$ cat config.mk
export PLATFORM = sky130hd
export DESIGN_NAME = fswp_status_protect
export DESIGN_NICKNAME = d
export VERILOG_FILES = /design/src/verilog/fswp_pkg.sv /design/src/verilog/fswp_status_protect.sv /design/src/verilog/fswp_status_shift.sv /design/src/verilog/fswp_sync.sv
export VERILOG_INCLUDE_DIRS = /design/src /design/src/verilog
export SDC_FILE = /design/constraint.sdc
export NUM_CORES = 1
export LEC_CHECK = 0
export ABC_AREA = 1
export BUFFER_PORTS_ARGS = -buffer_cell sky130_fd_sc_hd__buf_2
export CAP_MARGIN = 20
export CORE_ASPECT_RATIO = 1.2
export CORE_MARGIN = 3
export CORE_UTILIZATION = 30
export CTS_CLUSTER_DIAMETER = 50
export DETAILED_ROUTE_END_ITERATION = 8
export GPL_TIMING_DRIVEN = 1
export PLACE_DENSITY = 0.56
export RECOVER_POWER = 100
export SYNTH_ARGS = -nofsm -noshare
export SYNTH_HDL_FRONTEND = slang
export SYNTH_SLANG_ARGS = --single-unit
$ cat constraint.sdc
create_clock -name clock_in -period 4.4 [get_ports clock_in]
set_clock_uncertainty 0.2 [all_clocks]
set_input_delay 0.22 -clock clock_in [delete_from_list [all_inputs] [get_ports clock_in]]
set_output_delay 0.22 -clock clock_in [all_outputs]
set_load 0.02 [all_outputs]
$ cat src/verilog/fswp_map.svh
`ifndef FSWP_MAP_SVH
`define FSWP_MAP_SVH

// Array geometry
`define FSWP_ADDR_W 18
`define FSWP_ADDR_FIRST 18'h00000
`define FSWP_ADDR_LAST 18'h3ffff
`define FSWP_QUARTER_LO 18'h30000
`define FSWP_HALF_LO 18'h20000
`define FSWP_TOP_SECTOR_LO 18'h3f000
`define FSWP_BOT_SECTOR_HI 18'h00fff

// Block protect codes
`define FSWP_BP_NONE 2'b00
`define FSWP_BP_QUARTER 2'b01
`define FSWP_BP_HALF 2'b10
`define FSWP_BP_FULL 2'b11

// Power-up values
`define FSWP_RST_BUSY 1'b0
`define FSWP_RST_WEL 1'b0
`define FSWP_RST_AAI 1'b0
`define FSWP_RST_BP 2'b11
`define FSWP_RST_LOCK 1'b0
`define FSWP_RST_TOP 1'b0
`define FSWP_RST_BOT 1'b0
`define FSWP_RSV_MAIN 2'h0
`define FSWP_RSV_LO 2'h0
`define FSWP_RSV_HI 4'h0

// Status shift-out
`define FSWP_LAST_BIT 3'h7

`endif

$ cat src/verilog/fswp_pkg.sv
`include "fswp_map.svh"

package fswp_pkg;

   typedef enum logic [3:0] {
      FSWP_OP_NOP,
      FSWP_OP_WRITE_ENABLE_COMMAND,
      FSWP_OP_WRITE_DISABLE_COMMAND,
      FSWP_OP_STATUS_WRITE_COMMAND,
      FSWP_OP_BYTE_PROG,
      FSWP_OP_AAI_START,
      FSWP_OP_AAI_WORD,
      FSWP_OP_SECTOR_ERASE,
      FSWP_OP_BLOCK_ERASE,
      FSWP_OP_CHIP_ERASE
   } fswp_op_t;

   typedef struct packed {
      fswp_op_t op;
      logic [`FSWP_ADDR_W-1:0] addr_lo;
      logic [`FSWP_ADDR_W-1:0] addr_hi;
      logic [7:0] main_byte;
      logic [7:0] sector_byte;
      logic two_bytes;
   } fswp_cmd_t;

   typedef struct packed {
      logic protect_lock_bit;
      logic auto_increment_program_mode;
      logic [1:0] rsv;
      logic block_protect_high;
      logic block_protect_low;
      logic write_enable_latch;
      logic busy;
   } fswp_status_main_t;

   typedef struct packed {
      logic [3:0] rsv_hi;
      logic bottom_sector_lock;
      logic top_sector_lock;
      logic [1:0] rsv_lo;
   } fswp_status_sector_t;

endpackage : fswp_pkg

$ cat src/verilog/fswp_status_protect.sv
`timescale 1ns/10ps
`default_nettype none
`include "fswp_map.svh"

// Behaviour
// - Status write refused when protect pin low and lock bit set, or while busy or in auto-increment mode; else executed.
// - Bit 0 reads 1 while busy, read-only, cleared at power-up.
// - Bit 1 is the write enable latch; at 0 program/erase are refused.
// - Latch clears on power-up, disable, program, erase, status write, AUTO_INCREMENT_PROGRAM_MODE end.
// - Bit 6 read-only, 1 in auto-increment mode; single-byte at power-up.
// - Block protect bits at 2 and 3, writable, both 1 at power-up.
// - Code 00 none, 01 top quarter, 10 top half, 11 whole array.
// - No program or erase inside the block-protected range.
// - Whole-chip erase only when both block protect bits are 0.
// - Pin low and lock set freeze lock, block protect and sector locks.
// - Pin high makes lock bit inert; lock bit 0 at power-up.
// - Reserved status bits read 0.
// - Second register bit 2 top lock, bit 3 bottom lock, both 0 at reset.
// - Locked end sector in target range blocks program and all erases.
// - Each sector lock acts alone; at 0 its sector stays writable.
// - End sector locks each cover one 4-Kbyte sector.
module fswp_status_protect (
   // Clock and reset
   input wire logic clock_in,
   input wire logic rst_in,
   // Pins
   input wire logic wp_n_in,
   input wire logic sck_in,
   input wire logic cs_n_in,
   // Decoded command strobes
   input wire logic cmd_valid_in,
   input wire fswp_pkg::fswp_cmd_t cmd_in,
   input wire logic op_done_in,
   input wire logic aai_end_in,
   // Status read requests
   input wire logic read_start_in,
   input wire logic read_sel_in,
   // Verdicts and status
   output logic exec_out,
   output logic reject_out,
   output var fswp_pkg::fswp_status_main_t status_main_out,
   output var fswp_pkg::fswp_status_sector_t status_sector_out,
   // Serial status out
   output logic so_out,
   output logic so_oe_out
);
   import fswp_pkg::*;

   logic [2:0] pins_s;
   logic wp_n_s;
   logic sck_s;
   logic cs_n_s;

   fswp_sync u_sync (
      .clock_in(clock_in),
      .rst_in(rst_in),
      .async_in({wp_n_in, sck_in, cs_n_in}),
      .sync_out(pins_s)
   );

   assign wp_n_s = pins_s[2];
   assign sck_s = pins_s[1];
   assign cs_n_s = pins_s[0];

   logic busy_q;
   logic wel_q;
   logic aai_q;
   logic [1:0] bp_q;
   logic lock_q;
   logic top_q;
   logic bot_q;
   logic wel_on_done_q;
   logic read_sel_q;

   logic is_array;
   logic [`FSWP_ADDR_W-1:0] eff_lo;
   logic [`FSWP_ADDR_W-1:0] eff_hi;
   logic bp_hit;
   logic top_hit;
   logic bot_hit;
   logic prot_hit;
   logic wsr_ok;
   logic take;
   logic aai_stop;

   function automatic logic overlap(
      input logic [`FSWP_ADDR_W-1:0] lo,
      input logic [`FSWP_ADDR_W-1:0] hi,
      input logic [`FSWP_ADDR_W-1:0] plo
   );
      overlap = (lo <= `FSWP_ADDR_LAST) && (hi >= plo);
   endfunction : overlap

   always_comb begin
      is_array = 1'b0;
      unique case (cmd_in.op)
         FSWP_OP_BYTE_PROG, FSWP_OP_AAI_START, FSWP_OP_AAI_WORD,
         FSWP_OP_SECTOR_ERASE, FSWP_OP_BLOCK_ERASE,
         FSWP_OP_CHIP_ERASE: begin
            is_array = 1'b1;
         end
         FSWP_OP_NOP, FSWP_OP_WRITE_ENABLE_COMMAND, FSWP_OP_WRITE_DISABLE_COMMAND, FSWP_OP_STATUS_WRITE_COMMAND: begin
            is_array = 1'b0;
         end
         default: begin
            is_array = 1'b0;
         end
      endcase
   end

   // Chip erase targets the whole array
   always_comb begin
      eff_lo = cmd_in.addr_lo;
      eff_hi = cmd_in.addr_hi;
      if (cmd_in.op == FSWP_OP_CHIP_ERASE) begin
         eff_lo = `FSWP_ADDR_FIRST;
         eff_hi = `FSWP_ADDR_LAST;
      end
   end

   always_comb begin
      bp_hit = 1'b0;
      unique case (bp_q)
         `FSWP_BP_NONE: begin
            bp_hit = 1'b0;
         end
         `FSWP_BP_QUARTER: begin
            bp_hit = overlap(eff_lo, eff_hi, `FSWP_QUARTER_LO);
         end
         `FSWP_BP_HALF: begin
            bp_hit = overlap(eff_lo, eff_hi, `FSWP_HALF_LO);
         end
         `FSWP_BP_FULL: begin
            bp_hit = 1'b1;
         end
      endcase
   end

   // one 4-Kbyte sector at each end
   // each lock tested on its own
   assign top_hit = top_q && (eff_hi >= `FSWP_TOP_SECTOR_LO);
   assign bot_hit = bot_q && (eff_lo <= `FSWP_BOT_SECTOR_HI);
   assign prot_hit = bp_hit | top_hit | bot_hit;

   // pin high makes the lock bit inert
   assign wsr_ok = wp_n_s | ~lock_q;

   // Acceptance of one decoded command
   always_comb begin
      take = 1'b0;
      unique case (cmd_in.op)
         FSWP_OP_WRITE_ENABLE_COMMAND: begin
            take = ~busy_q & ~aai_q;
         end
         FSWP_OP_WRITE_DISABLE_COMMAND: begin
            take = ~busy_q;
         end
         FSWP_OP_STATUS_WRITE_COMMAND: begin
            take = ~busy_q & ~aai_q & wsr_ok;
         end
         FSWP_OP_AAI_WORD: begin
            take = ~busy_q & wel_q & aai_q & ~prot_hit;
         end
         FSWP_OP_BYTE_PROG, FSWP_OP_AAI_START, FSWP_OP_SECTOR_ERASE,
         FSWP_OP_BLOCK_ERASE, FSWP_OP_CHIP_ERASE: begin
            take = ~busy_q & wel_q & ~aai_q & ~prot_hit;
         end
         FSWP_OP_NOP: begin
            take = 1'b0;
         end
         default: begin
            take = 1'b0;
         end
      endcase
      take = take & cmd_valid_in;
   end

   // AUTO_INCREMENT_PROGRAM_MODE ends at its end strobe, a disable, or a protected word
   assign aai_stop = aai_q & (aai_end_in
      | (cmd_valid_in & (cmd_in.op == FSWP_OP_AAI_WORD) & ~busy_q & prot_hit)
      | (take & (cmd_in.op == FSWP_OP_WRITE_DISABLE_COMMAND)));

   always_ff @(posedge clock_in or posedge rst_in) begin
      if (rst_in) begin
         busy_q <= `FSWP_RST_BUSY;
      end else if (take && is_array) begin
         busy_q <= 1'b1;
      end else if (op_done_in) begin
         busy_q <= 1'b0;
      end
   end

   always_ff @(posedge clock_in or posedge rst_in) begin
      if (rst_in) begin
         wel_on_done_q <= 1'b0;
      end else if (take && is_array) begin
         wel_on_done_q <= (cmd_in.op != FSWP_OP_AAI_START) &&
                          (cmd_in.op != FSWP_OP_AAI_WORD);
      end
   end

   always_ff @(posedge clock_in or posedge rst_in) begin
      if (rst_in) begin
         wel_q <= `FSWP_RST_WEL;
      end else if (take && (cmd_in.op == FSWP_OP_WRITE_ENABLE_COMMAND)) begin
         wel_q <= 1'b1;
      end else if ((take && (cmd_in.op == FSWP_OP_WRITE_DISABLE_COMMAND)) ||
                   (take && (cmd_in.op == FSWP_OP_STATUS_WRITE_COMMAND)) ||
                   (op_done_in && busy_q && wel_on_done_q) || aai_stop) begin
         wel_q <= 1'b0;
      end
   end

   always_ff @(posedge clock_in or posedge rst_in) begin
      if (rst_in) begin
         aai_q <= `FSWP_RST_AAI;
      end else if (take && (cmd_in.op == FSWP_OP_AAI_START)) begin
         aai_q <= 1'b1;
      end else if (aai_stop) begin
         aai_q <= 1'b0;
      end
   end

   // only protection bits take write data
   always_ff @(posedge clock_in or posedge rst_in) begin
      if (rst_in) begin
         bp_q <= `FSWP_RST_BP;
         lock_q <= `FSWP_RST_LOCK;
         top_q <= `FSWP_RST_TOP;
         bot_q <= `FSWP_RST_BOT;
      end else if (take && (cmd_in.op == FSWP_OP_STATUS_WRITE_COMMAND)) begin
         bp_q <= {cmd_in.main_byte[3], cmd_in.main_byte[2]};
         lock_q <= cmd_in.main_byte[7];
         if (cmd_in.two_bytes) begin
            top_q <= cmd_in.sector_byte[2];
            bot_q <= cmd_in.sector_byte[3];
         end
      end
   end

   always_ff @(posedge clock_in or posedge rst_in) begin
      if (rst_in) begin
         exec_out <= 1'b0;
         reject_out <= 1'b0;
      end else begin
         exec_out <= take;
         reject_out <= cmd_valid_in & ~take & (cmd_in.op != FSWP_OP_NOP);
      end
   end

   always_ff @(posedge clock_in or posedge rst_in) begin
      if (rst_in) begin
         status_main_out <= '0;
         status_sector_out <= '0;
      end else begin
         status_main_out <= '{protect_lock_bit: lock_q,
                              auto_increment_program_mode: aai_q,
                              rsv: `FSWP_RSV_MAIN,
                              block_protect_high: bp_q[1],
                              block_protect_low: bp_q[0],
                              write_enable_latch: wel_q,
                              busy: busy_q};
         status_sector_out <= '{rsv_hi: `FSWP_RSV_HI,
                                bottom_sector_lock: bot_q,
                                top_sector_lock: top_q,
                                rsv_lo: `FSWP_RSV_LO};
      end
   end

   always_ff @(posedge clock_in or posedge rst_in) begin
      if (rst_in) begin
         read_sel_q <= 1'b0;
      end else if (read_start_in) begin
         read_sel_q <= read_sel_in;
      end
   end

   logic load_q;
   always_ff @(posedge clock_in or posedge rst_in) begin
      if (rst_in) begin
         load_q <= 1'b0;
      end else begin
         load_q <= read_start_in;
      end
   end

   fswp_status_shift u_shift (
      .clock_in(clock_in),
      .rst_in(rst_in),
      .sck_in(sck_s),
      .cs_n_in(cs_n_s),
      .load_in(load_q),
      .byte_in(read_sel_q ? status_sector_out : status_main_out),
      .so_out(so_out),
      .so_oe_out(so_oe_out)
   );
endmodule : fswp_status_protect

`default_nettype wire

$ cat src/verilog/fswp_status_shift.sv
`timescale 1ns/10ps
`default_nettype none
`include "fswp_map.svh"

module fswp_status_shift (
   // Clock and reset
   input wire logic clock_in,
   input wire logic rst_in,
   // Synchronised link pins
   input wire logic sck_in,
   input wire logic cs_n_in,
   // Read request and live status byte
   input wire logic load_in,
   input wire logic [7:0] byte_in,
   // Serial out
   output logic so_out,
   output logic so_oe_out
);
   import fswp_pkg::*;

   logic sck_prev_q;
   logic active_q;
   logic [2:0] cnt_q;
   logic [7:0] shreg_q;
   logic fall;

   assign fall = sck_prev_q & ~sck_in;

   always_ff @(posedge clock_in or posedge rst_in) begin
      if (rst_in) begin
         sck_prev_q <= 1'b0;
      end else begin
         sck_prev_q <= sck_in;
      end
   end

   // Repeats the live byte every eight bits so polling sees fresh state
   always_ff @(posedge clock_in or posedge rst_in) begin
      if (rst_in) begin
         active_q <= 1'b0;
         cnt_q <= 3'h0;
         shreg_q <= 8'h00;
         so_out <= 1'b0;
         so_oe_out <= 1'b0;
      end else if (cs_n_in) begin
         active_q <= 1'b0;
         so_oe_out <= 1'b0;
      end else if (load_in) begin
         active_q <= 1'b1;
         so_oe_out <= 1'b1;
         so_out <= byte_in[7];
         shreg_q <= {byte_in[6:0], 1'b0};
         cnt_q <= 3'h0;
      end else if (active_q && fall) begin
         if (cnt_q == `FSWP_LAST_BIT) begin
            so_out <= byte_in[7];
            shreg_q <= {byte_in[6:0], 1'b0};
            cnt_q <= 3'h0;
         end else begin
            so_out <= shreg_q[7];
            shreg_q <= {shreg_q[6:0], 1'b0};
            cnt_q <= cnt_q + 3'h1;
         end
      end
   end

endmodule : fswp_status_shift

`default_nettype wire

$ cat src/verilog/fswp_sync.sv
`timescale 1ns/10ps
`default_nettype none

module fswp_sync (
   // Clock and reset
   input wire logic clock_in,
   input wire logic rst_in,
   // Pin levels
   input wire logic [2:0] async_in,
   output logic [2:0] sync_out
);
   import fswp_pkg::*;

   genvar i;
   generate
      for (i = 0; i < 3; i = i + 1) begin : g_bit
         logic meta_q;
         always_ff @(posedge clock_in or posedge rst_in) begin
            if (rst_in) begin
               meta_q <= 1'b0;
               sync_out[i] <= 1'b0;
            end else begin
               meta_q <= async_in[i];
               sync_out[i] <= meta_q;
            end
         end
      end
   endgenerate

endmodule : fswp_sync

`default_nettype wire
After elaboration in Yosys (flattened, before gate mapping)
Memory sizes are Yosys's and may differ from the RTL's. Cells that the tools add are included.

Reduce and logical (&&, ||, !) cells: 26. Add/subtract/negate cells: 1. Multiplexer cells: 22. Divide/modulo/power cells: 0. Shift-type cells: 0. Magnitude comparators: 5. Multipliers: 0. Bitwise logic cells: 28. Eq/ne operators: 15.

Operator list (number): >= comparator 18 bit, second input constant (3); 2-to-1 mux 18 bit (2); 2-to-1 mux 8 bit (4); <= comparator 18 x 12 -> 1 bit, second input constant (1); <= comparator 18 bit, second input constant (1); AND 1 bit (16); == test 4 x 3 -> 1 bit, second input constant (4); logical AND 1 bit (13); 2-to-1 mux 1 bit (11); nonzero test 2 bit (5); 2-to-1 mux 3 bit (3); == test 4 x 2 -> 1 bit, second input constant (2); == test 4 bit, second input constant (2); != test 4 x 3 -> 1 bit, second input constant (2); inverter 1 bit (7); bitwise OR 1 bit (5); case mux 1 bit (5 select lines) (1); OR reduction 5 bit (1); == test 2 bit, second input constant (2); == test 4 x 1 -> 1 bit, second input constant (1); case mux 1 bit (4 select lines) (1); AND reduction 2 bit (2); nonzero test 4 bit (1); adder 3 x 1 -> 3 bit, second input constant (1); other kinds (4) (6).

Latch bits: 0. Bits in writable memories: 0. Memory bits (read-only): 16. Output and inout bits: 20. Register bits: 41. Memories kept: 1.

Memories: (no name shown) (depth 16, bits a word 1, rd ports 1, clocked after memory_dff 0, write ports 0, line fswp_status_protect.sv:96) `unique case (cmd_in.op)`.

Logic depth before layout (Yosys ltp)
Gate-level depths: netlist of run 1.

Word-level depth: 17. Gate-level depth with buffers: 14. Gate-level depth less buffers: 14.

Hierarchy
A second synthesis of run 1 with hierarchy kept.

Cells, all modules: 237. Area total of the unflattened synthesis: 1933.1 µm².

Modules (own cells, without submodules): fswp_status_protect (times used 1, cells each 142, area each 1119.8 µm², sequential area each 528.0 µm²); fswp_status_shift (times used 1, cells each 88, area each 659.4 µm², sequential area each 325.3 µm²); fswp_sync (times used 1, cells each 7, area each 153.9 µm², sequential area each 150.1 µm²).

Worst setup path after synthesis of run 1
Ideal clock, no wire load.

Kind: reg2reg. Start point: register bp_q[0]. End point: register lock_q. Data required time: 4.084 ns. Buffers on the path: 0. Data arrival time: 1.543 ns. Path slack: 2.541 ns. Cell stages (with the launch flop): 15. Cells stage by stage: dfstp_2 > inv_1 > ha_1 > o21ai_0 > nand2_1 > nand2_1 > nand2_1 > nand2_2 > nand3_2 > nand2_4 > nand2_4 > clkinv_4 > nand2_4 > nand2_1 > nand2_1.

Cells in the longest elaborated chain, start to end: 9. Elaborated cells on any way between the ends: 13. Those cells by class: 3 x eq/ne; 2 x mux; 6 x bitwise; 2 x reduce/logical.

Ends and longest elaborated chain: from (decl) (line fswp_status_protect.sv:68) `logic [1:0] bp_q;`; from (signal assigned) (line fswp_status_protect.sv:227) `` bp_q <= `FSWP_RST_BP; ``; from (signal assigned) (line fswp_status_protect.sv:232) `bp_q <= {cmd_in.main_byte[3], cmd_in.main_byte[2]};`; == test 2 bit (tied with other cells) (line fswp_status_protect.sv:123) `unique case (bp_q)`; case mux 1 bit (4 select lines) * (line fswp_status_protect.sv:123); bitwise OR 1 bit * (2 in series) (line fswp_status_protect.sv:143) `assign prot_hit = bp_hit | top_hit | bot_hit;`; inverter 1 bit * (line fswp_status_protect.sv:162, fswp_status_protect.sv:166); AND 1 bit (on tied branches) (line fswp_status_protect.sv:166, fswp_status_protect.sv:162); case mux 1 bit (5 select lines) * (line fswp_status_protect.sv:151) `unique case (cmd_in.op)`; AND 1 bit * (line fswp_status_protect.sv:175) `take = take & cmd_valid_in;`; via take (line fswp_status_protect.sv:83) `logic take;`; logical AND 1 bit * (line fswp_status_protect.sv:231) `end else if (take && (cmd_in.op == FSWP_OP_STATUS_WRITE_COMMAND)) begin`; to (signal assigned) (line fswp_status_protect.sv:228) `` lock_q <= `FSWP_RST_LOCK; ``; to (signal assigned) (line fswp_status_protect.sv:233) `lock_q <= cmd_in.main_byte[7];`; to (decl) (line fswp_status_protect.sv:69) `logic lock_q;`.

Mark *: on every way through the listed nets, which the timed path passes. The rest lies on a longest branch. A chain may end at the register's enable or synchronous reset.

==> flow_metrics.tcl, run 1 <==
set metrics [dict create \
    ys_ff_latch 40 \
    clockRootBuffer "clkbuf_8" \
    required_ns 4.18 \
    violations "max-capacitance violations, max-slew violations" \
    drc 0 \
    area_delta_synth_final_pct 25.5 \
    drt-initial-drc-count 69 \
    grt_max_degree 41 \
    clock_latency_ns 0.28 \
    start_util 0.310 \
    grt_pass1_vias 1472 \
    setup_viol 0 \
    setup-tns-final_ns 0 \
    cpMaxStageDelayCell "clkbuf_1" \
    ys_seq_area_frac 0.531 \
    cap_violations 1 \
    p_leak_uw 0.00123 \
    grt_util_all_layers 0.112 \
    slowest_delay_ns 1.47 \
    timing.final.hold_violations 0 \
    clk_pin_slew_ns 0.07 \
    io_pins 87 \
    cts_tree "done" \
    synth-main-ff-cell "dfrtp_1" \
    detail-route-antenna-nets 0 \
    core_area_um2 6090 \
    final_common_cell "nand2_1" \
    fillCellCount 646 \
    cts_sinks 40 \
    firstDrtPassIters 4 \
    finalCritPeriodShare 0.589 \
    cts_max_level 2 \
    synth_top_family_by_area "simple AND/OR/NAND/NOR gates" \
    swShare 0.250 \
    ctsResizeCount 0 \
    finalPower_uw 869 \
    synth_fa_ha_area_frac 0.0331 \
    crit_arrival_ns 2.37 \
    path_class "input port to async pin" \
    fmax_mhz 386 \
    internal-power_uw 651 \
    vias_per_cell 4.20 \
    power_density_nw_per_um2 366 \
    p_clk_frac 0.363 \
    outcome "complete, but fails checks" \
    portBuffers 43 \
    end_kind "async pin" \
    netlist_instances 209 \
    seqCellArea_um2 1000 \
    layout.nets 343 \
    antenna_cells 0 \
    ir_drop_mv 0.124 \
    dp_hpwl_um 2840 \
    synthSimpleGateAreaFrac 0.270 \
    path_max_fanout 40 \
    core.rowCount 31 \
    worst_pin_slew_ns 2.05 \
    max_slew_margin -0.368 \
    grt_first_pass_wirelength_um 6530 \
    async_flop_share 1.00 \
    grt_overflow 0 \
    finalWeightedCongestion 0.859 \
    numCtsBuffers 5 \
    synth_compound_area_frac 0.0550 \
    synth_warnings 0 \
    synth_cell_type_count 31 \
    holdWs_ns 0.0497 \
    totalWireLength_um 3710 \
    post-route-min-period_ns 2.59 \
    drv_slew 41 \
    clockBufferDepth 2 \
    post_drt_wl_per_cell_um 10.5 \
    combPwrFrac 0.145 \
    hold_class "input port to flip-flop" \
    layout-drive-gt1-share 0.199 \
    power_frac_seq 0.492 \
    final_cell_mix "nand2_1 (52), dfrtp_1 (38), buf_2 (30)" \
    synthMuxAreaShare 0 \
    avgSynthCellArea_um2 9.04 \
    synth_edf_count 0 \
    die_area_um2 7290 \
    antenna_found_initial 0 \
    via_count 1487 \
    multi_input_area_um2 683 \
    path_cells "dlygate4sd3_1 -> buf_2 -> inv_1 -> clkbuf_1" \
    rsz0062_at_grt "no" \
    die_h_um 92.9 \
    startpoint_type "input port" \
    die_w_um 78.4 \
    power.switching_uw 217 \
    synthesis.area_um2 1890 \
    synth_xor_area_frac 0.00464 \
]
## cells in the mapped netlist, drive strengths merged (2+ instances only)
cell / count / share of area
ha: 5 / 0.033
dfstp: 2 / 0.028
nor3: 4 / 0.017
nand2: 55 / 0.13
o22ai: 2 / 0.0066
buf: 9 / 0.034
nand4: 3 / 0.013
o211ai: 3 / 0.012
nand3b: 2 / 0.0079
dfrtp: 38 / 0.50
inv: 32 / 0.064
nand3: 20 / 0.058
o21ai: 12 / 0.034
clkinv: 2 / 0.0066
nor2: 16 / 0.042
## layout make-up
cell class                      count  area share
Clock inverter                      1      0.0127
Clock buffer                        7      0.0406
Timing Repair Buffer               57       0.138
Sequential cell                    40       0.423
Multi-Input combinational cell    133       0.288
Inverter                           34      0.0544
Tap cell                           82      0.0433
## through the flow
step	cell area, um2	utilization	instances	setup WS, ns
6_report	2370	0.389	354	1.81
5_1_grt	2370	0.389	354	1.32
4_1_cts	2430	0.399	354	2.39
3_5_place_dp	2180	0.359	334	2.41
3_3_place_gp	2180	0.359	334	2.42
2_1_floorplan	1920	-	216	2.54
## path summary, 6_finish.rpt
check | endpoint | startpoint | slack, ns | depth (start not counted)
worst max-delay path | exec_out$_DFF_PP0_ | rst_in | 1.81 | 4
worst min-delay path | reject_out$_DFF_PP0_ | cmd_valid_in | 0.05 | 3
worst max register to register | lock_q$_DFFE_PP0P_ | bp_q[0]$_DFFE_PP1P_ | 2.14 | 14
worst min register to register | u_sync.sync_out[1]$_DFF_PP0_ | u_sync.g_bit[1].meta_q$_DFF_PP0_ | 0.15 | 0
max in group clock_in | lock_q$_DFFE_PP0P_ | bp_q[0]$_DFFE_PP1P_ | 2.14 | 14
min in group asynchronous | u_shift.sck_prev_q$_DFF_PP0_ | rst_in | 1.02 | 4
## critical path, delay by kind of cell
kind                   cells  cell delay (ns)
buffers and inverters      4             2.16
## power groups by stage
stage	sequential (uW)	combinational [uW]	clock (uW)
after detailed placement	434	128	0
after floorplan	440	79.7	0
after CTS	427	137	329
after global placement	434	125	0
final	427	126	315
after global routing	431	147	344
## state kept, by name, summed over array words and instances (netlist names)
name,cells
u_shift.cnt_q,3
load_q,1
reject_out,1
wel_q,1
aai_q,1
wel_on_done_q,1
u_shift.shreg_q,7
bot_q,1
read_sel_q,1
status_sector_out,2
u_sync.sync_out,3
u_shift.so_out,1
busy_q,1
u_sync.g_bit.meta_q,3
u_shift.so_oe_out,1
status_main_out,6
bp_q,2
top_q,1
exec_out,1
u_shift.sck_prev_q,1
lock_q,1
## kinds of logic (layout without fill, tap and decap cells)
| family | after synthesis | after routing |
|---|---|---|
| xor gates and xnor gates | 1 | 1 |
| and+or+nand+nor | 101 | 101 |
| DFF | 40 | 40 |
| other | 1 | 8 |
| AOI/OAI and AO/OA | 18 | 18 |
| buffers and inverters | 43 | 99 |
| adders and majority gates | 5 | 5 |
## metal layers
metal / global-route usage / routed length [um]
met1: 0.145 / 1740
met2: 0.185 / 1740
met3: 0.0263 / 206
met4: 0.0350 / 19
met5: 0 / 0
## what timing repair did
action                                 4_1_cts  5_1_grt
setup buffers                                0        0
endpoints found under the hold margin       49        0
hold buffers                                12        0
Note: power is estimated with default switching activity, not from simulation.
==> run 2: changes to the inputs <==
- ABC_AREA: 1 -> 0
- PLACE_DENSITY: 0.56 -> 0.59
- clock period: 4.4 -> 2.3 ns (I/O delays scaled with it)
==> flow_metrics.tcl, run 2 <==
set metrics [dict create \
    finalPower_uw 1460 \
    regMostFlops "u_shift.shreg_q" \
    post-route-min-period_ns 2.15 \
    ys_ff_latch 40 \
    path_class "flip-flop to flip-flop" \
    wl_met1_um 1570 \
    seqCellArea_um2 1000 \
    area_delta_synth_final_pct 27.2 \
    antenna_found_initial 0 \
    highest_layer "met4" \
    synth_warnings 0 \
    clockRootBuffer "clkbuf_8" \
    synth_cell_type_count 40 \
    final_cell_mix "dfrtp_1 (38), buf_2 (30), nand2_1 (21)" \
    synth_top_area_share 0.517 \
    clk_pin_slew_ns 0.08 \
    clock_latency_ns 0.29 \
    ir_drop_mv 0.314 \
    grt_first_pass_wirelength_um 6240 \
    layout-drive-gt1-share 0.212 \
    ys_seq_area_frac 0.545 \
    drc 0 \
    largest_register_ff_count 7 \
    layout.nets 312 \
    final_common_cell "dfrtp_1" \
    dpl_worst_slack_ns 0.0164 \
    die_w_um 77.5 \
    timing.final.hold_violations 0 \
    required_ns 2.27 \
    fin_cells 321 \
    worst_pin_slew_ns 0.955 \
    fmax_mhz 465 \
    p_leak_uw 0.00107 \
    async_flop_share 1.00 \
    clockBufferDepth 2 \
    holdWs_ns 0.00229 \
    cts_sinks 40 \
    synth_edf_count 0 \
    antenna_cells 0 \
    yosysMostFrequentCell "dfrtp_1" \
    synthTopCellsByCount "dfrtp_1 (38), nand2_1 (21), nor2_1 (15), o21ai_0 (14), a21oi_1 (10)" \
    max_slew_margin 0.363 \
    fin_ws_ns 0.149 \
    totalWireLength_um 3770 \
    end_kind "flip-flop" \
    setup_viol 0 \
    path_max_fanout 5 \
    power_density_nw_per_um2 625 \
    crit_arrival_ns 2.12 \
    multi_input_area_um2 753 \
    drt-initial-drc-count 36 \
    met2_wirelength_um 1940 \
    avgSynthCellArea_um2 10.4 \
    vias_per_cell 4.52 \
    portBuffers 43 \
    firstDrtPassIters 4 \
    synth_area_leaders "dfrtp_1 (52%), mux2_2 (4.3%), nand2_1 (4.3%)" \
    grt_max_degree 41 \
    outcome "finished, final reports clean" \
    cts_tree "done" \
    grt_pass1_vias 1377 \
    hold_class "input port to flip-flop" \
    die_area_um2 7110 \
    grt_util_all_layers 0.112 \
    startpoint_type "flip-flop" \
    top_regs "u_shift.shreg_q: 7 flops, status_main_out: 6 flops" \
    cts_max_level 2 \
    synthesis.area_um2 1840 \
    rsz0062_at_grt "no" \
    cap_violations 0 \
    io_pins 87 \
    dp_hpwl_um 2790 \
    start_util 0.318 \
    core_area_um2 5780 \
    placed_cells 298 \
    synth-main-ff-cell "dfrtp_1" \
    die_h_um 91.8 \
    yosysTopAreaCell "dfrtp_1" \
    grt_overflow 0 \
    post_drt_wl_per_cell_um 11.7 \
    drv_slew 0 \
    core.rowCount 30 \
    netlist_instances 177 \
    routed-wl-met3_um 192 \
    fillCellCount 610 \
    setup-tns-final_ns 0 \
    finalCritPeriodShare 0.935 \
    via_count 1451 \
    detail-route-antenna-nets 0 \
    finalWeightedCongestion 0.840 \
    numCtsBuffers 5 \
]
-- run 2: cell families after synthesis --
group,share of synthesized area
and+or+nand+nor,0.175
DFF,0.545
AOI/OAI and AO/OA,0.130
buffers and inverters,0.0598
muxes,0.0537
adders and majority gates,0.0340
other,0.00204
-- run 2: cell type report --
| cell class | count | area share |
|---|---|---|
| multi-input cells | 123 | 0.322 |
| clock buffers | 6 | 0.0310 |
| well taps | 80 | 0.0428 |
| flip-flops and latches | 40 | 0.429 |
| inverters | 8 | 0.0128 |
| clock inverters | 2 | 0.00534 |
| repair buffers | 62 | 0.158 |
-- run 2: per-stage QoR --
step | cell area [um2] | utilization
global route | 2340 | 0.405
global placement | 2130 | 0.369
detailed placement | 2130 | 0.369
finish | 2340 | 0.405
CTS | 2370 | 0.410
floorplan | 1870 | -
-- run 2: power by group --
group	switching [uW]	leakage [uW]	internal (uW)	total [uW]
logic	119	0.000512	95.8	215
registers	34.7	0.000518	758	793
clock network	243	0.0000412	212	455
-- run 2: per-layer routing --
| layer | up-vias | GRT usage |
|---|---|---|
| li1 | 725 | - |
| met1 | 685 | 0.128 |
| met2 | 36 | 0.192 |
| met3 | 5 | 0.0393 |
| met4 | 0 | 0.0445 |
| met5 | - | 0 |
-- run 2: final timing paths --
kind	start	to	slack (ns)	cells past startpoint
min in group asynchronous	rst_in	status_sector_out[2]$_DFF_PP0_	0.46	4
hold / removal	cmd_in[0]	top_q$_DFFE_PP0P_	0.002	3
setup / recovery	bp_q[1]$_DFFE_PP1P_	wel_on_done_q$_DFFE_PP0P_	0.15	7
max in group asynchronous	rst_in	exec_out$_DFF_PP0_	0.85	4
setup reg to reg	bp_q[1]$_DFFE_PP1P_	wel_on_done_q$_DFFE_PP0P_	0.15	7
hold reg to reg	u_sync.g_bit[1].meta_q$_DFF_PP0_	u_sync.sync_out[1]$_DFF_PP0_	0.15	0
-- run 2: what timing repair did --
action                                 in CTS  in global routing
hold buffers                               15                  0
endpoints found under the hold margin      53                  0
buffers inserted                            0                  0
resized for setup                           0                  1
setup endpoints to repair                   0                  1
-- run 2: worst max-delay path, stage by stage (launching register included) --
cell      delay, ns
dfstp_2        0.57
inv_1          0.05
ha_1           0.27
nor2_1         0.10
a311oi_1       0.06
or3_4          0.37
o41ai_2        0.32
o21ai_1        0.10
==> run 3: changes to the inputs <==
- MAX_ROUTING_LAYER: default -> met4
==> flow_metrics.tcl, run 3 (synthesis gave the netlist of run 2 again) <==
set metrics [dict create \
    core_area_um2 5780 \
    post_drt_wl_per_cell_um 11.8 \
    setup-tns-final_ns 0 \
    timing.final.hold_violations 0 \
    holdPathStages 3 \
    r2r_slack_ns 0.15 \
    grt_max_degree 41 \
    grt_pass1_vias 1375 \
    via_count 1448 \
    area_delta_synth_final_pct 27.2 \
    clockRootBuffer "clkbuf_8" \
    detail-route-antenna-nets 0 \
    seqCellArea_um2 1000 \
    numCtsBuffers 5 \
    layout.nets 312 \
    finalPower_uw 1460 \
    rr_worst_depth 7 \
    grt_first_pass_wirelength_um 6260 \
    layout-drive-gt1-share 0.212 \
    totalWireLength_um 3790 \
    drv_slew 0 \
    fin_util 0.405 \
    clockBufferDepth 2 \
    cap_violations 0 \
    outcome "finished, final reports clean" \
    die_area_um2 7110 \
    power.switching_uw 398 \
    end_kind "flip-flop" \
    holdWs_ns 0.00248 \
    portBuffers 43 \
    final_cell_mix "dfrtp_1 (38), buf_2 (30), nand2_1 (21)" \
    clk_pin_slew_ns 0.08 \
    die_w_um 77.5 \
    antenna_cells 0 \
    internal-power_uw 1070 \
    final_common_cell "dfrtp_1" \
    cts_sinks 40 \
    p_leak_uw 0.00107 \
    finalCritPeriodShare 0.935 \
    combPwrFrac 0.147 \
    fin_ws_ns 0.149 \
    fmax_mhz 465 \
    max_slew_margin 0.367 \
    power_frac_seq 0.542 \
    grt_util_all_layers 0.116 \
    firstDrtPassIters 4 \
    worstReg2RegStart "bp_q[1]$_DFFE_PP1P_" \
    top_regs "u_shift.shreg_q: 7 flops, status_main_out: 6 flops" \
    post-route-min-period_ns 2.15 \
    path_max_fanout 5 \
    dpl_worst_slack_ns 0.0164 \
    hold_start "cmd_in[0]" \
    largest_register_ff_count 7 \
    ir_drop_mv 0.314 \
    cts_max_level 2 \
    drc 0 \
    dp_hpwl_um 2790 \
    rr_endpoint "wel_on_done_q$_DFFE_PP0P_" \
    drt-initial-drc-count 64 \
    core.rowCount 30 \
    regMostFlops "u_shift.shreg_q" \
    worst_pin_slew_ns 0.949 \
    grt_overflow 0 \
    multi_input_area_um2 753 \
    power_density_nw_per_um2 625 \
    holdPathEnd "top_q$_DFFE_PP0P_" \
    swShare 0.272 \
    start_util 0.318 \
    clock_latency_ns 0.29 \
    required_ns 2.27 \
    p_clk_frac 0.311 \
    io_pins 87 \
    die_h_um 91.8 \
    startpoint_type "flip-flop" \
    fillCellCount 610 \
    cts_tree "done" \
    setup_viol 0 \
    crit_arrival_ns 2.12 \
    vias_per_cell 4.51 \
    rsz0062_at_grt "no" \
    hold_class "input port to flip-flop" \
    finalWeightedCongestion 0.853 \
    antenna_found_initial 0 \
    path_class "flip-flop to flip-flop" \
]
run 3: per-stage QoR:
stage	area [um2]	cells
after global routing	2340	321
after global placement	2130	298
after CTS	2370	321
final	2340	321
after floorplan	1870	184
after detailed placement	2130	298
run 3: layout make-up:
class | count | area share
multi-input combinational | 123 | 0.322
timing repair buffer | 62 | 0.158
sequential | 40 | 0.429
tap | 80 | 0.0428
clock buffer | 6 | 0.0310
inverter | 8 | 0.0128
clock inverter | 2 | 0.00534
run 3: metal layers:
metal / routed length, um / global-route usage / up-vias
li1: - / - / 725
met1: 1620 / 0.130 / 682
met2: 1930 / 0.192 / 36
met3: 187 / 0.0373 / 5
met4: 59 / 0.0445 / 0
met5: 0 / - / -
run 3: how the worst max path moves through the flow:
stage                                           end           startpoint  cells past startpoint
after CTS                 wel_on_done_q$_DFFE_PP0P_  bp_q[0]$_DFFE_PP1P_                      7
after global routing      wel_on_done_q$_DFFE_PP0P_  bp_q[1]$_DFFE_PP1P_                      7
after floorplan           wel_on_done_q$_DFFE_PP0P_  bp_q[0]$_DFFE_PP1P_                      7
after detailed placement  wel_on_done_q$_DFFE_PP0P_  bp_q[0]$_DFFE_PP1P_                      7
after global placement    wel_on_done_q$_DFFE_PP0P_  bp_q[0]$_DFFE_PP1P_                      7
final                     wel_on_done_q$_DFFE_PP0P_  bp_q[1]$_DFFE_PP1P_                      7
run 3: repair_timing:
action | 4_1_cts | 5_1_grt
setup endpoints to repair | 0 | 1
buffers inserted | 0 | 0
hold buffers | 15 | 0
endpoints found under the hold margin | 53 | 0
resized for setup | 0 | 1
run 3: power groups by stage:
| stage | Sequential [uW] | Combinational [uW] | Clock [uW] |
|---|---|---|---|
| CTS | 794 | 225 | 473 |
| finish | 793 | 215 | 456 |
| floorplan | 813 | 131 | 0 |
| global route | 802 | 242 | 512 |
| detailed placement | 808 | 205 | 0 |
| global placement | 806 | 202 | 0 |
run 3: critical path: stages (launching register included):
cell,delay (ns)
dfstp_2,0.57
inv_1,0.05
ha_1,0.27
nor2_1,0.10
a311oi_1,0.06
or3_4,0.37
o41ai_2,0.32
o21ai_1,0.10
